--- src/nibble_datapath_pkg.sv ---
// Shared constants, opcode fields and types for the nibble accumulator datapath
`default_nettype none
package nibble_datapath_pkg;

	// Widths and sizes
	localparam int NIB_W = 4;
	localparam int WORD_W = 10;
	localparam int REG_CNT = 32;
	localparam int REG_IDX_W = 5;
	localparam int PAGE_W = 3;
	localparam int PTR_W = 8;
	localparam int ROM_ADDR_W = PAGE_W + PTR_W;
	localparam int PORT_SLOTS = 8;
	localparam int PORT_SLOT_W = 3;
	localparam int PORT_BUS_W = PORT_SLOTS * NIB_W;
	localparam int SYNC_STAGES = 3;

	// Values after reset
	localparam logic [3:0] ACC_RST = 4'h0;
	localparam logic CARRY_RST = 1'b0;
	localparam logic [3:0] NIB_RST = 4'h0;
	localparam logic [2:0] PAGE_RST = 3'h0;

	// Opcode group in bits 9..6
	localparam logic [3:0] GRP_AND = 4'hD;
	localparam logic [3:0] GRP_OR = 4'hE;
	localparam logic [3:0] GRP_XOR = 4'hA;
	localparam logic [3:0] GRP_MOV = 4'hF;
	localparam logic [3:0] GRP_OUT = 4'h2;

	// Field positions inside the first word
	localparam int BIT_BANK = 5;
	localparam int BIT_KIND = 4;
	localparam int BIT_PORT = 3;

	// Low-nibble tags for the non-register forms
	localparam logic [3:0] LOW_ROM = 4'h0;
	localparam logic [3:0] LOW_IMM = 4'h1;

	// Whole-word opcodes, and the bits 9..3 prefix of the immediate output form
	localparam logic [9:0] OPC_INC = 10'h293;
	localparam logic [9:0] OPC_RL = 10'h3D3;
	localparam logic [9:0] OPC_RLZ = 10'h3F3;
	localparam logic [6:0] OPC_OUT_IMM_HI = 7'h12;

	// Pointer pair R10 (high) : R00 (low)
	localparam logic [4:0] PTR_LOW_IDX = 5'h00;
	localparam logic [4:0] PTR_HIGH_IDX = 5'h10;

	typedef enum {
		OP_NONE, OP_AND, OP_OR, OP_XOR, OP_LOAD, OP_INC, OP_RL, OP_RLZ, OP_OUT, OP_OUT_IMM
	} op_t;

	typedef enum {SRC_REG, SRC_ROM, SRC_PORT, SRC_IMM} src_t;

	// Port code 0,1,3,4 to slot 0..3 within a bank; bit 3 of result flags a bad code
	function automatic logic [3:0] port_slot(input logic bank, input logic [2:0] code);
		logic [3:0] r;
		r = 4'h8;
		case (code)
			3'h0: r = {1'b0, bank, 2'h0};
			3'h1: r = {1'b0, bank, 2'h1};
			3'h3: r = {1'b0, bank, 2'h2};
			3'h4: r = {1'b0, bank, 2'h3};
			default: r = 4'h8;
		endcase
		return r;
	endfunction

endpackage
`default_nettype wire

--- src/nibble_register_file.sv ---
// Thirty-two nibble general registers with one write port, one indexed read port and the pointer pair read out
`default_nettype none
module nibble_register_file (
	// Clock and reset
	input wire logic clk,
	input wire logic arst_n,
	input wire logic clkEn,
	// Write port
	input wire logic wrEn,
	input wire logic [4:0] wrIdx,
	input wire logic [3:0] wrData,
	// Read ports
	input wire logic [4:0] rdIdx,
	output logic [3:0] rdData,
	output logic [3:0] ptrLow,
	output logic [3:0] ptrHigh
);

	logic [3:0] regs_q [nibble_datapath_pkg::REG_CNT];

	genvar i;
	generate
		for (i = 0; i < nibble_datapath_pkg::REG_CNT; i++) begin : g_entry
			always_ff @(posedge clk or negedge arst_n) begin
				if (!arst_n) begin
					regs_q[i] <= nibble_datapath_pkg::NIB_RST;
				end else if (clkEn && wrEn && wrIdx == 5'(i)) begin
					regs_q[i] <= wrData;
				end
			end
		end
	endgenerate

	assign rdData = regs_q[rdIdx];
	assign ptrLow = regs_q[nibble_datapath_pkg::PTR_LOW_IDX];
	assign ptrHigh = regs_q[nibble_datapath_pkg::PTR_HIGH_IDX];

endmodule
`default_nettype wire

--- src/port_pin_synchronizer.sv ---
// Three-stage pin synchroniser that accepts a bit once stages two and three agree
`default_nettype none
module port_pin_synchronizer #(
	parameter int WIDTH = 32
) (
	// Clock and reset
	input wire logic clk,
	input wire logic arst_n,
	input wire logic clkEn,
	// Pins and settled value
	input wire logic [WIDTH-1:0] pinIn,
	output logic [WIDTH-1:0] settled
);

	genvar b;
	generate
		for (b = 0; b < WIDTH; b++) begin : g_bit
			logic s1_q;
			logic s2_q;
			logic s3_q;
			logic val_q;
			always_ff @(posedge clk or negedge arst_n) begin
				if (!arst_n) begin
					s1_q <= 1'b0;
					s2_q <= 1'b0;
					s3_q <= 1'b0;
				end else if (clkEn) begin
					s1_q <= pinIn[b];
					s2_q <= s1_q;
					s3_q <= s2_q;
				end
			end
			// Only the later stages are compared; stage one may be metastable
			always_ff @(posedge clk or negedge arst_n) begin
				if (!arst_n) begin
					val_q <= 1'b0;
				end else if (clkEn && s2_q == s3_q) begin
					val_q <= s3_q;
				end
			end
			assign settled[b] = val_q;
		end
	endgenerate

endmodule
`default_nettype wire

--- src/nibble_accumulator_io_datapath.sv ---
// Accumulator, logic, rotate, port and load datapath of the 4-bit controller
`default_nettype none
// Behaviour
// - AND with ROM upper or lower nibble
// - ROM AND carry is A3 and ROM7/ROM3
// - AND immediate nibble into accumulator
// - OR register into accumulator, carry cleared
// - OR ROM nibble into accumulator, carry cleared
// - OR immediate into accumulator, carry cleared
// - XOR register; carry is A3 and reg3
// - XOR ROM nibble; carry A3 and ROM7/ROM3
// - XOR second-word immediate; carry A3 and imm3
// - Increment accumulator; carry when result wraps zero
// - Rotate left, bit3 to bit0, carry old bit3
// - Rotate-or-reset clears A, carry and port latches when accumulator zero
// - Port input loads accumulator, carry cleared
// - Port output latches accumulator until rewritten or internally reset
// - AND port; carry A3 and port bit3
// - OR port nibble into accumulator
// - XOR port; carry A3 and port bit3
// - Immediate byte written to port pair
// - Register load into accumulator, carry cleared
// - ROM upper/lower nibble load, carry cleared
// - Immediate nibble load, carry cleared
// - ROM address is page plus pointer pair
// - AND register; carry A3 and reg3
module nibble_accumulator_io_datapath (
	// Clock, enable and reset
	input wire logic clk,
	input wire logic clkEn,
	input wire logic arst_n,
	// Instruction issue
	input wire logic execStb,
	input wire logic [9:0] opWord,
	input wire logic [9:0] argWord,
	// Program memory
	output logic [10:0] romAddr,
	input wire logic [9:0] romData,
	// Page select control register load
	input wire logic pageWrEn,
	input wire logic [2:0] pageWrData,
	// General register load
	input wire logic regWrEn,
	input wire logic [4:0] regWrIdx,
	input wire logic [3:0] regWrData,
	// Port pins
	input wire logic [31:0] portPinIn,
	output logic [31:0] portOut,
	// Core state
	output logic [3:0] accumulator,
	output logic carryFlag,
	output logic internalReset,
	output logic execDone,
	output logic badPort
);

	// Decoded instruction
	nibble_datapath_pkg::op_t op;
	nibble_datapath_pkg::src_t src;
	logic [3:0] grp;
	logic bankSel;
	logic romUpper;
	logic [4:0] regIdx;
	logic [3:0] slotInfo;
	logic slotBad;
	logic [2:0] slot;

	// Operands and results
	logic [3:0] regVal;
	logic [3:0] ptrLow;
	logic [3:0] ptrHigh;
	logic [31:0] portIn;
	logic [3:0] portVal;
	logic [3:0] romNib;
	logic [3:0] immNib;
	logic [3:0] operand;
	logic [3:0] acc_d;
	logic carry_d;
	logic accWr;
	logic rlzTrip;
	logic accLoad;
	logic outWr;
	logic outImmWr;
	logic portForm;

	// Registered state
	logic [3:0] acc_q;
	logic carry_q;
	logic [2:0] page_q;
	logic [2:0] page_d;
	logic [3:0] ptrLow_d;
	logic [3:0] ptrHigh_d;
	logic [10:0] romAddr_q;
	logic [10:0] romAddr_d;
	logic [3:0] portLatch_q [nibble_datapath_pkg::PORT_SLOTS];
	logic intReset_q;
	logic done_q;
	logic badPort_q;
	logic fire;

	// Nothing moves on an edge with the enable low
	assign fire = clkEn && execStb;

	// General registers; the pointer pair is read straight from it
	nibble_register_file u_regs (
		.clk(clk),
		.arst_n(arst_n),
		.clkEn(clkEn),
		.wrEn(regWrEn),
		.wrIdx(regWrIdx),
		.wrData(regWrData),
		.rdIdx(regIdx),
		.rdData(regVal),
		.ptrLow(ptrLow),
		.ptrHigh(ptrHigh)
	);

	// Port pins arrive from outside the clock domain
	// Pins take four enabled edges to reach an operand
	port_pin_synchronizer #(
		.WIDTH(nibble_datapath_pkg::PORT_BUS_W)
	) u_pinSync (
		.clk(clk),
		.arst_n(arst_n),
		.clkEn(clkEn),
		.pinIn(portPinIn),
		.settled(portIn)
	);

	// Field extraction
	assign grp = opWord[9:6];
	assign bankSel = opWord[nibble_datapath_pkg::BIT_BANK];
	assign romUpper = ~opWord[nibble_datapath_pkg::BIT_BANK];
	assign regIdx = {opWord[nibble_datapath_pkg::BIT_BANK], opWord[3:0]};
	assign slotInfo = nibble_datapath_pkg::port_slot(bankSel, opWord[2:0]);
	assign slotBad = slotInfo[3];
	assign slot = slotInfo[2:0];
	assign immNib = argWord[3:0];

	// Decoder for the accumulator, port and load groups
	always_comb begin
		op = nibble_datapath_pkg::OP_NONE;
		src = nibble_datapath_pkg::SRC_REG;
		// Whole-word forms first; they overlap the group encodings
		if (opWord == nibble_datapath_pkg::OPC_INC) begin
			op = nibble_datapath_pkg::OP_INC;
		end else if (opWord == nibble_datapath_pkg::OPC_RL) begin
			op = nibble_datapath_pkg::OP_RL;
		end else if (opWord == nibble_datapath_pkg::OPC_RLZ) begin
			op = nibble_datapath_pkg::OP_RLZ;
		end else if (opWord[9:3] == nibble_datapath_pkg::OPC_OUT_IMM_HI) begin
			op = nibble_datapath_pkg::OP_OUT_IMM;
			src = nibble_datapath_pkg::SRC_IMM;
		end else if (grp == nibble_datapath_pkg::GRP_OUT) begin
			if (opWord[nibble_datapath_pkg::BIT_KIND] && opWord[nibble_datapath_pkg::BIT_PORT]) begin
				op = nibble_datapath_pkg::OP_OUT;
				src = nibble_datapath_pkg::SRC_PORT;
			end
		end else begin
			case (grp)
				nibble_datapath_pkg::GRP_AND: op = nibble_datapath_pkg::OP_AND;
				nibble_datapath_pkg::GRP_OR: op = nibble_datapath_pkg::OP_OR;
				nibble_datapath_pkg::GRP_XOR: op = nibble_datapath_pkg::OP_XOR;
				nibble_datapath_pkg::GRP_MOV: op = nibble_datapath_pkg::OP_LOAD;
				default: op = nibble_datapath_pkg::OP_NONE;
			endcase
			if (!opWord[nibble_datapath_pkg::BIT_KIND]) begin
				src = nibble_datapath_pkg::SRC_REG;
			end else if (opWord[nibble_datapath_pkg::BIT_PORT]) begin
				src = nibble_datapath_pkg::SRC_PORT;
			end else if (opWord[3:0] == nibble_datapath_pkg::LOW_ROM) begin
				src = nibble_datapath_pkg::SRC_ROM;
			end else if (opWord[3:0] == nibble_datapath_pkg::LOW_IMM && bankSel) begin
				src = nibble_datapath_pkg::SRC_IMM;
			end else begin
				op = nibble_datapath_pkg::OP_NONE;
			end
		end
	end

	// Upper form takes bits 7-4, lower form bits 3-0; bits 9 and 8 never reach A
	assign romNib = romUpper ? romData[7:4] : romData[3:0];

	// Port read: the settled pin value of the selected slot, bit 3 weighs for carry
	assign portVal = slotBad ? 4'h0 : portIn[{slot, 2'h0} +: 4];

	// Operand mux; a bad port code feeds zero to the ALU
	always_comb begin
		case (src)
			nibble_datapath_pkg::SRC_REG: operand = regVal;
			nibble_datapath_pkg::SRC_ROM: operand = romNib;
			nibble_datapath_pkg::SRC_PORT: operand = portVal;
			nibble_datapath_pkg::SRC_IMM: operand = immNib;
			default: operand = 4'h0;
		endcase
	end

	assign rlzTrip = (op == nibble_datapath_pkg::OP_RLZ) && (acc_q == 4'h0);

	// A zero rotate-or-reset leaves A and carry for the clear that follows
	assign accLoad = fire && accWr && !rlzTrip;
	// A bad port code writes no latch
	assign outWr = fire && !slotBad && op == nibble_datapath_pkg::OP_OUT;
	assign outImmWr = fire && !slotBad && op == nibble_datapath_pkg::OP_OUT_IMM;
	// Undecoded words never flag a port code, even in port form
	assign portForm = op != nibble_datapath_pkg::OP_NONE
		&& (src == nibble_datapath_pkg::SRC_PORT || op == nibble_datapath_pkg::OP_OUT_IMM);

	// Result and carry; the carry terms all use the accumulator before the update
	always_comb begin
		acc_d = acc_q;
		carry_d = carry_q;
		accWr = 1'b0;
		case (op)
			nibble_datapath_pkg::OP_AND: begin
				acc_d = acc_q & operand;
				carry_d = acc_q[3] & operand[3];
				accWr = 1'b1;
			end
			nibble_datapath_pkg::OP_OR: begin
				acc_d = acc_q | operand;
				carry_d = 1'b0;
				accWr = 1'b1;
			end
			nibble_datapath_pkg::OP_XOR: begin
				acc_d = acc_q ^ operand;
				carry_d = acc_q[3] & operand[3];
				accWr = 1'b1;
			end
			nibble_datapath_pkg::OP_LOAD: begin
				acc_d = operand;
				carry_d = 1'b0;
				accWr = 1'b1;
			end
			nibble_datapath_pkg::OP_INC: begin
				acc_d = 4'(acc_q + 4'h1);
				carry_d = (acc_q == 4'hF);
				accWr = 1'b1;
			end
			nibble_datapath_pkg::OP_RL, nibble_datapath_pkg::OP_RLZ: begin
				acc_d = {acc_q[2:0], acc_q[3]};
				carry_d = acc_q[3];
				accWr = 1'b1;
			end
			default: begin
				acc_d = acc_q;
				carry_d = carry_q;
				accWr = 1'b0;
			end
		endcase
	end

	// Accumulator and carry; a zero rotate-or-reset wins over the rotate
	always_ff @(posedge clk or negedge arst_n) begin
		if (!arst_n) begin
			acc_q <= nibble_datapath_pkg::ACC_RST;
			carry_q <= nibble_datapath_pkg::CARRY_RST;
		end else if (clkEn && intReset_q) begin
			acc_q <= nibble_datapath_pkg::ACC_RST;
			carry_q <= nibble_datapath_pkg::CARRY_RST;
		end else if (accLoad) begin
			acc_q <= acc_d;
			carry_q <= carry_d;
		end
	end

	// Internal reset: one pulse, then the next cycle clears the core state
	always_ff @(posedge clk or negedge arst_n) begin
		if (!arst_n) begin
			intReset_q <= 1'b0;
		end else if (clkEn) begin
			intReset_q <= fire && rlzTrip;
		end
	end

	// Port output latches hold until rewritten or internally reset
	genvar p;
	generate
		for (p = 0; p < nibble_datapath_pkg::PORT_SLOTS; p++) begin : g_port
			always_ff @(posedge clk or negedge arst_n) begin
				if (!arst_n) begin
					portLatch_q[p] <= nibble_datapath_pkg::NIB_RST;
				end else if (clkEn && intReset_q) begin
					portLatch_q[p] <= nibble_datapath_pkg::NIB_RST;
				end else if (outWr && slot == 3'(p)) begin
					portLatch_q[p] <= acc_q;
				end else if (outImmWr && slot[1:0] == 2'(p % 4)) begin
					// High bank takes the upper nibble of the byte
					portLatch_q[p] <= (p >= 4) ? argWord[7:4] : argWord[3:0];
				end
			end
			assign portOut[p*4 +: 4] = portLatch_q[p];
		end
	endgenerate

	// Page select control register
	always_ff @(posedge clk or negedge arst_n) begin
		if (!arst_n) begin
			page_q <= nibble_datapath_pkg::PAGE_RST;
		end else if (clkEn && pageWrEn) begin
			page_q <= pageWrData;
		end
	end

	// Address follows the next page and pointer values so the output stays registered
	assign page_d = pageWrEn ? pageWrData : page_q;
	assign ptrLow_d = (regWrEn && regWrIdx == nibble_datapath_pkg::PTR_LOW_IDX)
		? regWrData : ptrLow;
	assign ptrHigh_d = (regWrEn && regWrIdx == nibble_datapath_pkg::PTR_HIGH_IDX)
		? regWrData : ptrHigh;
	assign romAddr_d = {page_d, ptrHigh_d, ptrLow_d};

	// Reset address is built from the reset values of its parts
	always_ff @(posedge clk or negedge arst_n) begin
		if (!arst_n) begin
			romAddr_q <= {nibble_datapath_pkg::PAGE_RST, nibble_datapath_pkg::NIB_RST,
				nibble_datapath_pkg::NIB_RST};
		end else if (clkEn) begin
			romAddr_q <= romAddr_d;
		end
	end

	// Completion and bad port index flags, one cycle each
	always_ff @(posedge clk or negedge arst_n) begin
		if (!arst_n) begin
			done_q <= 1'b0;
			badPort_q <= 1'b0;
		end else if (clkEn) begin
			done_q <= fire && op != nibble_datapath_pkg::OP_NONE;
			badPort_q <= fire && slotBad && portForm;
		end
	end

	assign accumulator = acc_q;
	assign carryFlag = carry_q;
	assign romAddr = romAddr_q;
	assign internalReset = intReset_q;
	assign execDone = done_q;
	assign badPort = badPort_q;

endmodule
`default_nettype wire

--- config.mk ---
export PLATFORM = sky130hd
export DESIGN_NAME = nibble_accumulator_io_datapath
export DESIGN_NICKNAME = d
export VERILOG_FILES = /design/src/nibble_datapath_pkg.sv /design/src/nibble_register_file.sv /design/src/port_pin_synchronizer.sv /design/src/nibble_accumulator_io_datapath.sv
export SDC_FILE = /design/constraint.sdc
export NUM_CORES = 1
export LEC_CHECK = 0
export ABC_AREA = 1
export BUFFER_PORTS_ARGS = -buffer_cell sky130_fd_sc_hd__buf_2
export CORE_UTILIZATION = 30
export CTS_CLUSTER_SIZE = 20
export DETAILED_ROUTE_END_ITERATION = 10
export SLEW_MARGIN = 20
export SYNTH_ARGS = -nofsm -noshare
export SYNTH_HDL_FRONTEND = slang
export SYNTH_SLANG_ARGS = --single-unit
--- constraint.sdc ---
create_clock -name clk -period 3.45 [get_ports clk]
set_clock_uncertainty 0.05 [all_clocks]
set_input_delay 0.1725 -clock clk [delete_from_list [all_inputs] [get_ports clk]]
set_output_delay 0.1725 -clock clk [all_outputs]
set_load 0.01 [all_outputs]
Word-level counts from Yosys, hierarchy flattened
Cells that the tools add are included.
- register bits: 310
- bits in latches: 0
- memory bits (writable): 0
- memory bits (read-only): 0
- bits of input ports: 80
- memories: 0
- add/subtract/negate cells: 1
- $mul: 0
- divide/modulo/power cells: 0
- order comparisons: 1
- equality and inequality tests: 101
- shift operators: 1
- mux-type cells: 62
- bitwise logic cells: 5
- reductions and logical operators: 123
- operators with widths (cell ; number):
    two-way mux 32 bit ; 14
    == test 32 x 3 -> 1 bit, second input constant ; 5
    two-way mux 4 bit ; 33
    == test 32 x 2 -> 1 bit, second input constant ; 4
    logical AND 1 bit ; 95
    == test 5 bit, second input constant ; 16
    == test 32 x 1 -> 1 bit, second input constant ; 2
    == test 32 x 5 -> 1 bit, second input constant ; 2
    == test 5 x 4 -> 1 bit, second input constant ; 8
    == test 1 bit ; 32
    == test 32 x 4 -> 1 bit, second input constant ; 1
    logical NOT 32 bit ; 1
    one-hot mux 4 bit (4 select lines) ; 2
    nonzero test 32 bit ; 1
    variable part select 32 x 6 -> 4 bit ; 1
    == test 10 bit, second input constant ; 3
    one-hot mux 4 bit (6 select lines) ; 1
    nonzero test 3 bit ; 8
    binary-select mux 4 bit (select 5 bit) ; 1
    == test 4 bit, second input constant ; 5
    == test 5 x 3 -> 1 bit, second input constant ; 4
    == test 3 bit, second input constant ; 5
    one-hot mux 3 bit (4 select lines) ; 1
    == test 5 x 2 -> 1 bit, second input constant ; 2
    31 further kinds ; 47

Longest topological paths before layout
Gate-level depths: netlist of run 1.
- depth after elaboration: 18
- gate-level depth with buffers: 22
- gate-level depth less buffers: 20

Cells and area by module
A second synthesis of run 1 with hierarchy kept.
- cells, all modules: 2074
- area total of the unflattened synthesis: 15720.1 um2
- by module, submodules not included (module ; instances ; cells each ; area each (um2) ; sequential area each (um2)):
    nibble_register_file ; 1 ; 779 ; 6059.6 ; 3203.1
    port_pin_synchronizer ; 1 ; 700 ; 5640.4 ; 3203.1
    nibble_accumulator_io_datapath ; 1 ; 595 ; 4020.1 ; 1351.3

Worst setup path after synthesis of run 1
OpenSTA, ideal clock, no wires.
- path type: input-to-reg
- start: input port opWord[1]
- end: register acc_q[2] (netlist: accumulator[2])
- library setup time: 0.116 ns
- arrival: 1.983 ns
- data required time: 3.284 ns
- path slack: 1.301 ns
- stages on the path: 17
- cells stage by stage: buf_2 -> nor2_2 -> clkbuf_1 -> a22oi_1 -> nand3_1 -> nand3_1 -> nand2_1 -> nand3_1 -> nand2_1 -> inv_1 -> ha_1 -> nand3_1 -> nand4_1 -> nor2_1 -> nand2_1 -> nand2_1 -> nand2_1
- word-level cells in the longest chain between the ends: 18
- RTL lines (element ; RTL line ; RTL):
    start, declared ; nibble_accumulator_io_datapath.sv:34 ; input wire logic [9:0] opWord,
    branches (longest 18 deep; another with two-way mux 32 bit) ; - ;
    end signal, assigned ; nibble_accumulator_io_datapath.sv:256 ; acc_q <= nibble_datapath_pkg::ACC_RST;
    end signal, assigned ; nibble_accumulator_io_datapath.sv:259 ; acc_q <= nibble_datapath_pkg::ACC_RST;
    end, declared ; nibble_accumulator_io_datapath.sv:87 ; logic [3:0] acc_q;
Several ways; the timed one is not identified. The select of a mux whose other input is x is not followed.
A chain may end at the register's enable or synchronous reset.

Worst setup path in the final report of run 1
- start: input port opWord[1]
- end: register acc_q[1] (netlist: accumulator[1])
The elaborated chain is that of the path after synthesis.

==> results.tsv, run 1 <==
metric	value	unit
minimum clock period	2.44	ns
Async S/R FF share, synth	100	%
highest-count cells in the layout ignoring fill and taps	nand2_1 (660), dfrtp_1 (310), o21ai_0 (269)	
area taken by multi-input logic gates	5930	um2
# DRC	0	
Synth Net Count	2003	
Die Height	223	um
Global Route met1 Usage	22.9	%
Fill cells	4948	
number of top-level pins	131	
clk slew on worst S/H paths	0.06	ns
max-slew violations	0	
grt ovf	0	
HPWL after DPL	29100	um
switch share	28.1	%
fin util	36.8	%
crit-path cells	buf_2 > inv_1 > nand2_1 > nor2_1 > nor2_1 > nand2_1 > nand2_1 > nand2_1 > clkinv_1 > nand2_1 > nand2_1 > nand3_1 > nand2_1 > inv_1 > ha_1 > nand3_1 > nand3_1 > nor2_1 > nand2_1 > nand3_1 > nand2_1	
Clock Tree Root	clkbuf_16	
Nets	2174	
post-synth top area share	53.0	%
met3 Resource Use GR	3.15	%
Critical Path End Type	flip-flop	
sequential fraction of the synthesis area	53.0	%
Area contributors post-synth	dfrtp_1 (53%), nand2_1 (17%), o21ai_0 (9.2%), nor2_1 (5.3%), inv_1 (3.8%)	
Setup WS post-layout	1.01	ns
clock power share	39.6	%
LEAKAGE	8.84	nW
post-cts sizing count	0	
area delta synth->final	20.5	%
register share of total power	46.7	%
maximum vdd drop	0.291	mV
Initial Util	30.5	%
vias in the first global route	12600	
Yosys cell types	38	
RSZ-0062 raised after global routing	no	
slowest CP cell	nand2_1	
DR vias	13100	
Worst-Margin Slew	1.08	ns
CTS H-Tree Depth	2	
max incr delay on CP	0.50	ns
initial detailed-routing violation count	917	
commonest non-fill, non-tap cell in the layout	nand2_1	
layout cell share with drive strength beyond 1	11.8	%
Max Buffers Root-to-Sink	3	
post-CTS setup buffer count	0	
EDFF count, synth	0	
#FFs+latches synth	310	
FF/Latch Area	7760	um2
CTS tree	done	
die width	223	um
switching power	0.00265	W
Max-Cap Viols	0	
worst skew pair latency	0.54	ns
Total Power	0.00942	W
first-pass GRT wire length	67600	um
initial antenna violation count	5	
fin crit share	70.7	%
Tot GR Track Use	16.9	%
synth warn	0	
die area	49600	um2
Routed WL	41800	um
Peak Freq	410	MHz
worst hold path type	in2reg	
most common flop cell mapped by yosys	dfrtp_1	
Num CTS Buffers	36	
ANT nets after route	0	
hold_ws	0.0355	ns
Comb pwr share	13.7	%
cell with the most instances on the worst path	nand2_1	
final hold vios	0	
Synth Instances	1916	
Mean Syn Cell Area	7.63	um2
nature of the critical path startpoint	input port	
row count	80	
Worst EP required	3.83	ns
family with the most delay on the worst path	simple AND/OR/NAND/NOR gates	
IO Port Bufs	126	
Core ar.	47900	um2
WP data arrival	2.82	ns
largest net degree at the start of global routing	105	
Netlist Area Pre-Place	14600	um2
drt first pass iters	7	
drt wl/cell	15.4	um
Critical path buffers and inverters	4	
Final setup viols	0	
Max-slew headroom	27.4	%
critical-path maximum fanout	15	
outcome	finished clean	
GPL Wtd Cong	0.922	
Power Dens Cells	534	nW/um2
Worst Setup Path Type	in2reg	
via density per instance	4.82	
Synth area leader	dfrtp_1	
CTS Hold Bufs	45	
dpl ws	0.485	ns
Internal	0.00677	W
busiest grt layer	met2	
GR Util met2	27.5	%
Sink Count	310	
setup TNS	0	ns
[power groups by stage]
stage	Sequential, W	Combinational, W	Clock, W
2_1_floorplan	0.00436	0.000794	0
3_3_place_gp	0.00444	0.00121	0
3_5_place_dp	0.00445	0.00125	0
4_1_cts	0.00440	0.00130	0.00384
5_1_grt	0.00445	0.00149	0.00397
6_report	0.00440	0.00129	0.00373
[flip-flops by register name, summed over array words and instances, names as in the netlist]
register               count
execDone                   1
accumulator                4
badPort                    1
page_q                     3
carryFlag                  1
u_pinSync.g_bit.s2_q      32
u_pinSync.g_bit.val_q     32
u_regs.ptrHigh             4
portOut                   32
internalReset              1
u_regs.regs_q            120
u_pinSync.g_bit.s3_q      32
u_regs.ptrLow              4
u_pinSync.g_bit.s1_q      32
romAddr                   11
[cells by family (layout without fill, tap and decap cells)]
| logic type | Yosys count | in the layout | share of synthesized area (%) |
|---|---|---|---|
| other | 0 | 1 | 0 |
| buffers and inverters | 247 | 440 | 6.43 |
| flip-flops | 310 | 310 | 53.0 |
| adder cells (fa/ha/maj) | 7 | 7 | 0.599 |
| AO/OA/AOI/OAI | 363 | 363 | 12.8 |
| multiplexers | 2 | 2 | 0.137 |
| XOR/XNOR | 1 | 1 | 0.0599 |
| AND/OR/NAND/NOR | 986 | 986 | 26.9 |
[area by class of cell]
class / instances / area share (%)
diodes: 1 / 0.0142
clock buffers: 49 / 5.73
clock inverters: 11 / 0.802
inverters: 179 / 3.83
multi-input cells: 1359 / 33.6
flip-flops and latches: 310 / 44.0
well taps: 615 / 4.37
repair buffers: 201 / 7.62
[worst register-to-register path: stages, from the launching register on]
cell and delay [ns]:
dfrtp_1 0.37, inv_1 0.08, nand2_1 0.06, nand2_1 0.07, nand2_1 0.06, nand2_1 0.07
nand2_1 0.05, nand2_1 0.08, clkinv_1 0.11, nand2_1 0.11, nand2_1 0.06, nand3_1 0.16
nand2_1 0.13, inv_1 0.08, ha_1 0.22, nand3_1 0.09, nand3_1 0.08, nor2_1 0.08
nand2_1 0.06, nand3_1 0.06, nand2_1 0.05
[per-stage QoR]
stage	std cells	instance area, um2
6_report	2725	17600
3_5_place_dp	2619	16000
2_1_floorplan	1916	14600
5_1_grt	2725	17600
4_1_cts	2724	17600
3_3_place_gp	2619	16000
[routing by layer]
| metal | up-vias | routed length [um] |
|---|---|---|
| met1 | 6272 | 19300 |
| met2 | 347 | 19400 |
| met3 | 71 | 2280 |
| met5 | - | 54 |
| li1 | 6437 | - |
| met4 | 8 | 869 |
[final timing paths]
kind,from,to,slack (ns),cells after the start
setup / recovery,opWord[1],accumulator[1],1.01,21
hold / removal,argWord[5],portOut[17],0.04,5
setup reg to reg,u_regs.ptrHigh[0],accumulator[0],1.19,20
hold reg to reg,romAddr[5],romAddr[5],0.42,1
max in group asynchronous,arst_n,u_regs.regs_q[78],2.13,3
min in group asynchronous,arst_n,romAddr[7],0.21,2
[synthesized netlist by cell type, types with 6 or more instances]
master and count:
a21oi_1 17, clkbuf_1 56, clkinv_1 8, dfrtp_1 310, ha_1 7, inv_1 149, inv_2 22, nand2_1 660
nand3_1 81, nand3b_1 6, nand4_1 10, nor2_1 205, o211ai_1 9, o21ai_0 269, o21ai_1 51
Note: power is estimated with default switching activity, not from simulation.
==> run 2, diff against run 1 <==
==> constraint.sdc (replaced) <==
create_clock -name clk -period 2.1 [get_ports clk]
set_clock_uncertainty 0.05 [all_clocks]
set_input_delay 0.105 -clock clk [delete_from_list [all_inputs] [get_ports clk]]
set_output_delay 0.105 -clock clk [all_outputs]
set_load 0.01 [all_outputs]
==> run 2 against run 1 <==
Sequential cell count unchanged. Final cell count increased by 4.0%. Clock power increased by 75%. Global-route usage increased by 1.1 points. Via count increased by 2.8%. Sequential share of layout area decreased by 2.9 points. First-iteration DRC count increased by 8.0%. Critical endpoint is now accumulator[3].
==> results.tsv, run 2 (synthesized netlist as in run 1, its figures left out) <==
metric	value	unit	change
largest net degree at the start of global routing	112		+6.7%
crit-path cells	inv_1 > nand2_1 > nand2_1 > nand2_1 > nand2_1 > nand2_1 > nand2_1 > inv_1 > nand2_2 > nand2_2 > nand3_2 > nand2_2 > inv_2 > ha_4 > nand3_2 > nand3_2 > nor2_2 > nand2_1 > nand3_2 > nand2_1		
Tot GR Track Use	18.0	%	+1.1 points
Max Buffers Root-to-Sink	3		unchanged
Fill cells	4766		-3.7%
maximum vdd drop	0.655	mV	+120%
die area	49600	um2	unchanged
Power Dens Cells	856	nW/um2	+60%
Internal	0.0116	W	+72%
commonest non-fill, non-tap cell in the layout	nand2_1		
Critical Path End Type	flip-flop		
CTS tree	done		
Worst-Margin Slew	0.596	ns	-0.487 ns
Peak Freq	499	MHz	
Critical path buffers and inverters	3		-1
CTS H-Tree Depth	2		unchanged
Setup WS post-layout	0.0956	ns	-0.914 ns
switching power	0.00452	W	+71%
via density per instance	4.76		-1.2%
cell with the most instances on the worst path	nand2_1		
IO Port Bufs	126		unchanged
worst hold path type	in2reg		
Die Height	223	um	unchanged
critical-path maximum fanout	2		-13
hold path depth	4		-1
WP data arrival	2.39	ns	-0.43 ns
nature of the critical path startpoint	flip-flop		
switch share	27.9	%	-0.14 points
clock power share	40.3	%	+0.7 points
family with the most delay on the worst path	simple AND/OR/NAND/NOR gates		
RSZ-0062 raised after global routing	yes		
Top reg by flops	u_regs.regs_q		
max-slew violations	0		unchanged
drt first pass iters	5		-2
outcome	finished clean		
fin crit share	95.4	%	
GPL Wtd Cong	0.942		+2.1%
dpl ws	-0.359	ns	-0.843 ns
ANT nets after route	0		unchanged
Sink Count	310		unchanged
diode count	0		-1
Num CTS Buffers	36		unchanged
initial detailed-routing violation count	990		+8.0%
# DRC	0		unchanged
drt wl/cell	15.4	um	+0.32%
Core ar.	47900	um2	unchanged
layout cell share with drive strength beyond 1	18.3	%	+6.5 points
Hold Crit Endpoint	u_regs.ptrLow[2]		
area delta synth->final	29.0	%	
HPWL after DPL	31300	um	+7.7%
Clock Tree Root	clkbuf_16		
Nets	2280		+4.9%
Routed WL	43700	um	+4.3%
reg2reg start	u_regs.regs_q[103]		
row count	80		unchanged
Initial Util	30.5	%	unchanged
final hold vios	0		unchanged
worst skew pair latency	0.55	ns	about the same
Worst Setup Path Type	reg2reg		
initial antenna violation count	3		-2
max incr delay on CP	0.38	ns	-0.12 ns
highest-count cells in the layout ignoring fill and taps	nand2_1 (637), dfrtp_1 (310), o21ai_0 (269)		
Final setup viols	0		unchanged
max reg flops	120		unchanged
Crit. Startpoint	u_regs.regs_q[103]		
number of top-level pins	131		unchanged
grt ovf	0		unchanged
Max-slew headroom	60.2	%	+33 points
DR vias	13500		+2.8%
Comb pwr share	15.2	%	+1.5 points
vias in the first global route	13500		+6.8%
minimum clock period	2.00	ns	
die width	223	um	unchanged
Total Power	0.0162	W	+72%
Worst EP required	2.49	ns	-1.34 ns
LEAKAGE	9.45	nW	+6.9%
reg2reg end	accumulator[3]		
slowest CP cell	dfrtp_1		
register share of total power	44.5	%	-2.2 points
R2R cell count	20		unchanged
Max-Cap Viols	0		unchanged
reg2reg setup slack	0.1	ns	-1.09 ns
setup TNS	0	ns	unchanged
first-pass GRT wire length	71300	um	+5.5%
clk slew on worst S/H paths	0.06	ns	about the same
Hold Startpoint	regWrIdx[4]		
==> run 2: per-layer routing <==
layer	share of wire, %	global-route usage [%]
met4	3.3	7.74
met5	0.050	0
met2	46	29.1
met1	46	24.0
met3	4.2	2.90
==> run 2: worst max-delay path by stage <==
| stage | to | depth (start not counted) |
|---|---|---|
| CTS | accumulator[3] | 20 |
| finish | accumulator[3] | 20 |
| floorplan | accumulator[2] | 17 |
| global route | accumulator[3] | 20 |
| global placement | accumulator[3] | 20 |
| detailed placement | accumulator[3] | 20 |
==> run 2: power groups by stage <==
stage,combinational [W],sequential [W],clock (W)
finish,0.00245,0.00720,0.00651
global route,0.00282,0.00729,0.00691
CTS,0.00237,0.00719,0.00665
detailed placement,0.00228,0.00729,0
global placement,0.00222,0.00727,0
floorplan,0.00130,0.00717,0
==> run 2: metrics by stage <==
step           instance area [um2]  util (%)  hold slack [ns]  cells
5_1_grt                      18900      39.4           0.0479   2834
4_1_cts                      18600      38.9          0.00387   2830
2_1_floorplan                14600         -           -0.241   1916
3_3_place_gp                 16800      35.1           -0.132   2708
6_report                     18900      39.4           0.0186   2834
3_5_place_dp                 16800      35.1           -0.131   2708
==> run 2: worst reg2reg max path, cell delays in order, from the launching register on <==
cell     delay, ns
dfrtp_1       0.38
inv_1         0.06
nand2_1       0.06
nand2_1       0.11
nand2_1       0.06
nand2_1       0.07
nand2_1       0.05
nand2_1       0.08
inv_1         0.05
nand2_2       0.07
nand2_2       0.06
nand3_2       0.06
nand2_2       0.06
inv_2         0.07
ha_4          0.20
nand3_2       0.06
nand3_2       0.07
nor2_2        0.11
nand2_1       0.07
nand3_2       0.05
nand2_1       0.05
==> run 2: repair_timing <==
action / CTS / global route
hold buffers: 58 / 0
buffers inserted: 0 / 4
endpoints found under the setup margin: 1 / 5
endpoints found under the hold margin: 389 / 0
gates resized for setup: 1 / 58
pin swaps: 0 / 39
==> run 2: area by class of cell <==
class                   count  area (um2)  area share [%]
clock buffers              50        1070            5.70
clock inverters            14         161           0.855
inverters                 179         674            3.57
multi-input cells        1359        6120            32.4
flip-flops and latches    310        7760            41.1
well taps                 615         769            4.08
repair buffers            307        2310            12.2
==> run 3, diff against run 2 <==
--- a/config.mk
+++ b/config.mk
@@ -5,11 +5,11 @@
 export SDC_FILE = /design/constraint.sdc
 export NUM_CORES = 1
 export LEC_CHECK = 0
-export ABC_AREA = 1
 export BUFFER_PORTS_ARGS = -buffer_cell sky130_fd_sc_hd__buf_2
 export CORE_UTILIZATION = 30
 export CTS_CLUSTER_SIZE = 20
 export DETAILED_ROUTE_END_ITERATION = 10
+export MAX_ROUTING_LAYER = met4
 export SLEW_MARGIN = 20
 export SYNTH_ARGS = -nofsm -noshare
 export SYNTH_HDL_FRONTEND = slang
==> constraint.sdc (replaced) <==
create_clock -name clk -period 2.1 [get_ports clk]
set_clock_uncertainty 0.05 [all_clocks]
set_input_delay 0.105 -clock clk [delete_from_list [all_inputs] [get_ports clk]]
set_output_delay 0.105 -clock clk [all_outputs]
set_load 0.005 [all_outputs]
==> run 3 against run 2 <==
The flow now finishes with violations (negative setup slack). First-iteration DRC count down 28%. Register-to-register slack got worse by 0.88 ns. Non-clock buffer count is 66 higher. Power is 3.2% higher. Routed wire length fell by 2.6%. Core utilization rose by 0.78 points. Synthesized cell count decreased by 38%. Clock power shrank 2%. Clock-buffer cell count is 3 higher. Combinational power up 20%.
==> results.tsv, run 3 <==
metric	value	unit	change
drt wl/cell	19.1	um	+24%
final hold vios	0		unchanged
HPWL after DPL	30400	um	-3.0%
first-pass GRT wire length	66600	um	-6.6%
R2R cell count	12		-40%
DR vias	11100		-18%
Max-slew headroom	58.1	%	-2.1 points
number of top-level pins	131		unchanged
Yosys cell types	80		+110%
Max Buffers Root-to-Sink	3		unchanged
hold path depth	3		-1
worst skew pair latency	0.55	ns	about the same
Design Area, Final	19700	um2	+4.3%
IO Port Bufs	126		unchanged
Placed Instances	2096		-23%
fin util	40.1	%	+0.78 points
GPL Wtd Cong	0.921		-2.2%
reg2reg setup slack	-0.78	ns	-0.88 ns
nature of the critical path startpoint	flip-flop		
largest net degree at the start of global routing	125		+12%
Initial Util	30.5	%	-0.035 points
via density per instance	5.00		+5.0%
drt first pass iters	5		unchanged
Clock Tree Root	clkbuf_16		
die width	225	um	+1.1%
EDFF count, synth	0		unchanged
Routed WL	42500	um	-2.6%
WP data arrival	3.27	ns	+0.88 ns
Final setup viols	5		+5
RSZ-0062 raised after global routing	yes		
row count	81		+1.3%
Hold Crit Endpoint	u_regs.regs_q[49]		
post-synth top area share	51.9	%	-1.1 points
reg2reg start	u_regs.regs_q[28]		
vias in the first global route	11400		-16%
clk slew on worst S/H paths	0.06	ns	about the same
Top reg by flops	u_regs.regs_q		
synth warn	0		unchanged
Worst EP required	2.49	ns	about the same
count leader, synth	dfrtp_1		
# DRC	0		unchanged
Power Dens Cells	847	nW/um2	-1.1%
LEAKAGE	8.96	nW	-5.2%
ANT nets after route	0		unchanged
Tot GR Track Use	17.4	%	-0.63 points
outcome	finished with violations		
Placed Area	17700	um2	+5.1%
Mean Syn Cell Area	12.6	um2	+65%
critical-path maximum fanout	2		unchanged
initial antenna violation count	2		-1
Worst Setup Path Type	reg2reg		
Synth Net Count	1273		-36%
Critical Path End Type	flip-flop		
most frequent cells after synthesis	dfrtp_1 (310), mux2_2 (234), a21oi_1 (85)		
grt ovf	0		unchanged
#FFs+latches synth	310		unchanged
Sink Count	310		unchanged
Synth area leader	dfrtp_1		
Netlist Area Pre-Place	14900	um2	+2.2%
max-slew violations	0		unchanged
Worst-Margin Slew	0.628	ns	+0.0322 ns
Synth Instances	1186		-38%
failing checks	negative setup slack		
Peak Freq	347	MHz	-30%
Crit. Startpoint	u_regs.regs_q[28]		
CTS H-Tree Depth	2		unchanged
commonest non-fill, non-tap cell in the layout	dfrtp_1		
reg2reg end	accumulator[0]		
Die Height	225	um	+1.1%
maximum vdd drop	0.623	mV	-4.8%
worst hold path type	in2reg		
Setup WS post-layout	-0.780	ns	-0.876 ns
CTS tree	done		
sequential fraction of the synthesis area	51.9	%	-1.1 points
Nets	1620		-29%
Core ar.	49100	um2	+2.3%
Area contributors post-synth	dfrtp_1 (52%), mux2_2 (18%), mux4_2 (4.2%), mux2i_1 (3.7%), a21oi_1 (2.8%)		
max reg flops	120		unchanged
die area	50700	um2	+2.2%
Async S/R FF share, synth	100	%	unchanged
Num CTS Buffers	37		+2.8%
layout cell share with drive strength beyond 1	44.3	%	+26 points
area delta synth->final	31.7	%	
Non-Filler Instances	2227		-21%
minimum clock period	2.88	ns	+0.876 ns
Max-Cap Viols	0		unchanged
initial detailed-routing violation count	708		-28%
fin crit share	137	%	+42 points
Hold Startpoint	regWrIdx[2]		
highest-count cells in the layout ignoring fill and taps	dfrtp_1 (310), mux2_2 (232), buf_4 (183)		
most common flop cell mapped by yosys	dfrtp_1		
[run 3: changes by cell type after synthesis, sizes merged, moves of 70 or more]
cell | previous run | this run
mux2 | 0 | 235
inv | 171 | 14
nand3 | 85 | 15
o21ai | 320 | 14
nand2 | 663 | 41
nor2 | 207 | 77
[run 3: worst max path at each step]
| stage | to | slack (ns) | cells after the start |
|---|---|---|---|
| after floorplan | accumulator[0] | -0.98 | 13 |
| after global placement | accumulator[3] | -1.06 | 13 |
| after detailed placement | accumulator[0] | -1.18 | 13 |
| after CTS | accumulator[0] | -0.81 | 12 |
| after global routing | accumulator[0] | -0.95 | 12 |
| final | accumulator[0] | -0.78 | 12 |
[run 3: worst max-delay path: stages (launching register included)]
cell and delay (ns):
dfrtp_1 0.43, mux4_2 0.47, mux2_4 0.30, a21oi_2 0.14, nand2_2 0.08, nand2_2 0.08, o21a_1 0.14, ha_1 0.25
o41ai_2 0.06, mux2i_1 0.12, a222oi_1 0.29, o211ai_1 0.14, a32o_1 0.23
[run 3: repair_timing]
item / 4_1_cts / 5_1_grt
hold buffers: 51 / 0
buffers inserted: 9 / 0
setup endpoints to repair: 9 / 41
pin swaps: 14 / 21
gates resized for setup: 8 / 27
endpoints found under the hold margin: 307 / 0
gates cloned: 0 / 2
[run 3: cell families (layout without fill, tap and decap cells)]
| family | count (synthesis) | after routing | synth area share (%) |
|---|---|---|---|
| mux | 318 | 318 | 25.6 |
| simple gates | 266 | 266 | 9.94 |
| buf+inv | 80 | 455 | 2.30 |
| flops | 310 | 310 | 51.9 |
| xor+xnor | 1 | 1 | 0.0586 |
| compound gates | 204 | 204 | 9.58 |
| other cells | 0 | 2 | 0 |
| fa+ha+maj | 7 | 7 | 0.586 |
[run 3: report_power, final]
group          switching [W]  leakage (nW)  internal, W  total [W]
combinational        0.00129          4.41      0.00164    0.00293
clock                0.00260         0.592      0.00375    0.00635
sequential          0.000579          3.96      0.00681    0.00739
[run 3: layer usage]
metal	share of wire (%)	global-route usage, %	vias to the layer above
met2	48	27.4	240
met3	4.1	2.88	73
met4	2.4	5.05	0
met5	0	-	-
met1	46	23.1	5700
li1	-	-	5126
[run 3: metrics by stage]
stage	setup WS, ns	hold WS (ns)	TNS [ns]	total power [W]
floorplan	-0.977	-0.241	-4.76	0.00888
global route	-0.948	-0.000896	-3.90	0.0175
global placement	-1.06	0.0784	-21.43	0.0101
CTS	-0.810	0.0202	-3.77	0.0168
detailed placement	-1.18	0.0849	-22.92	0.0103
finish	-0.780	0.0223	-3.32	0.0167
[run 3: final cells by class]
| class | instances | area, um2 |
|---|---|---|
| inverter | 15 | 56.3 |
| antenna | 2 | 5.00 |
| fill | 4747 | 29400 |
| clock inverter | 14 | 151 |
| clock buffer | 53 | 1050 |
| multi-input combinational | 796 | 7030 |
| timing repair buffer | 373 | 2810 |
| tap | 664 | 831 |
| sequential | 310 | 7760 |
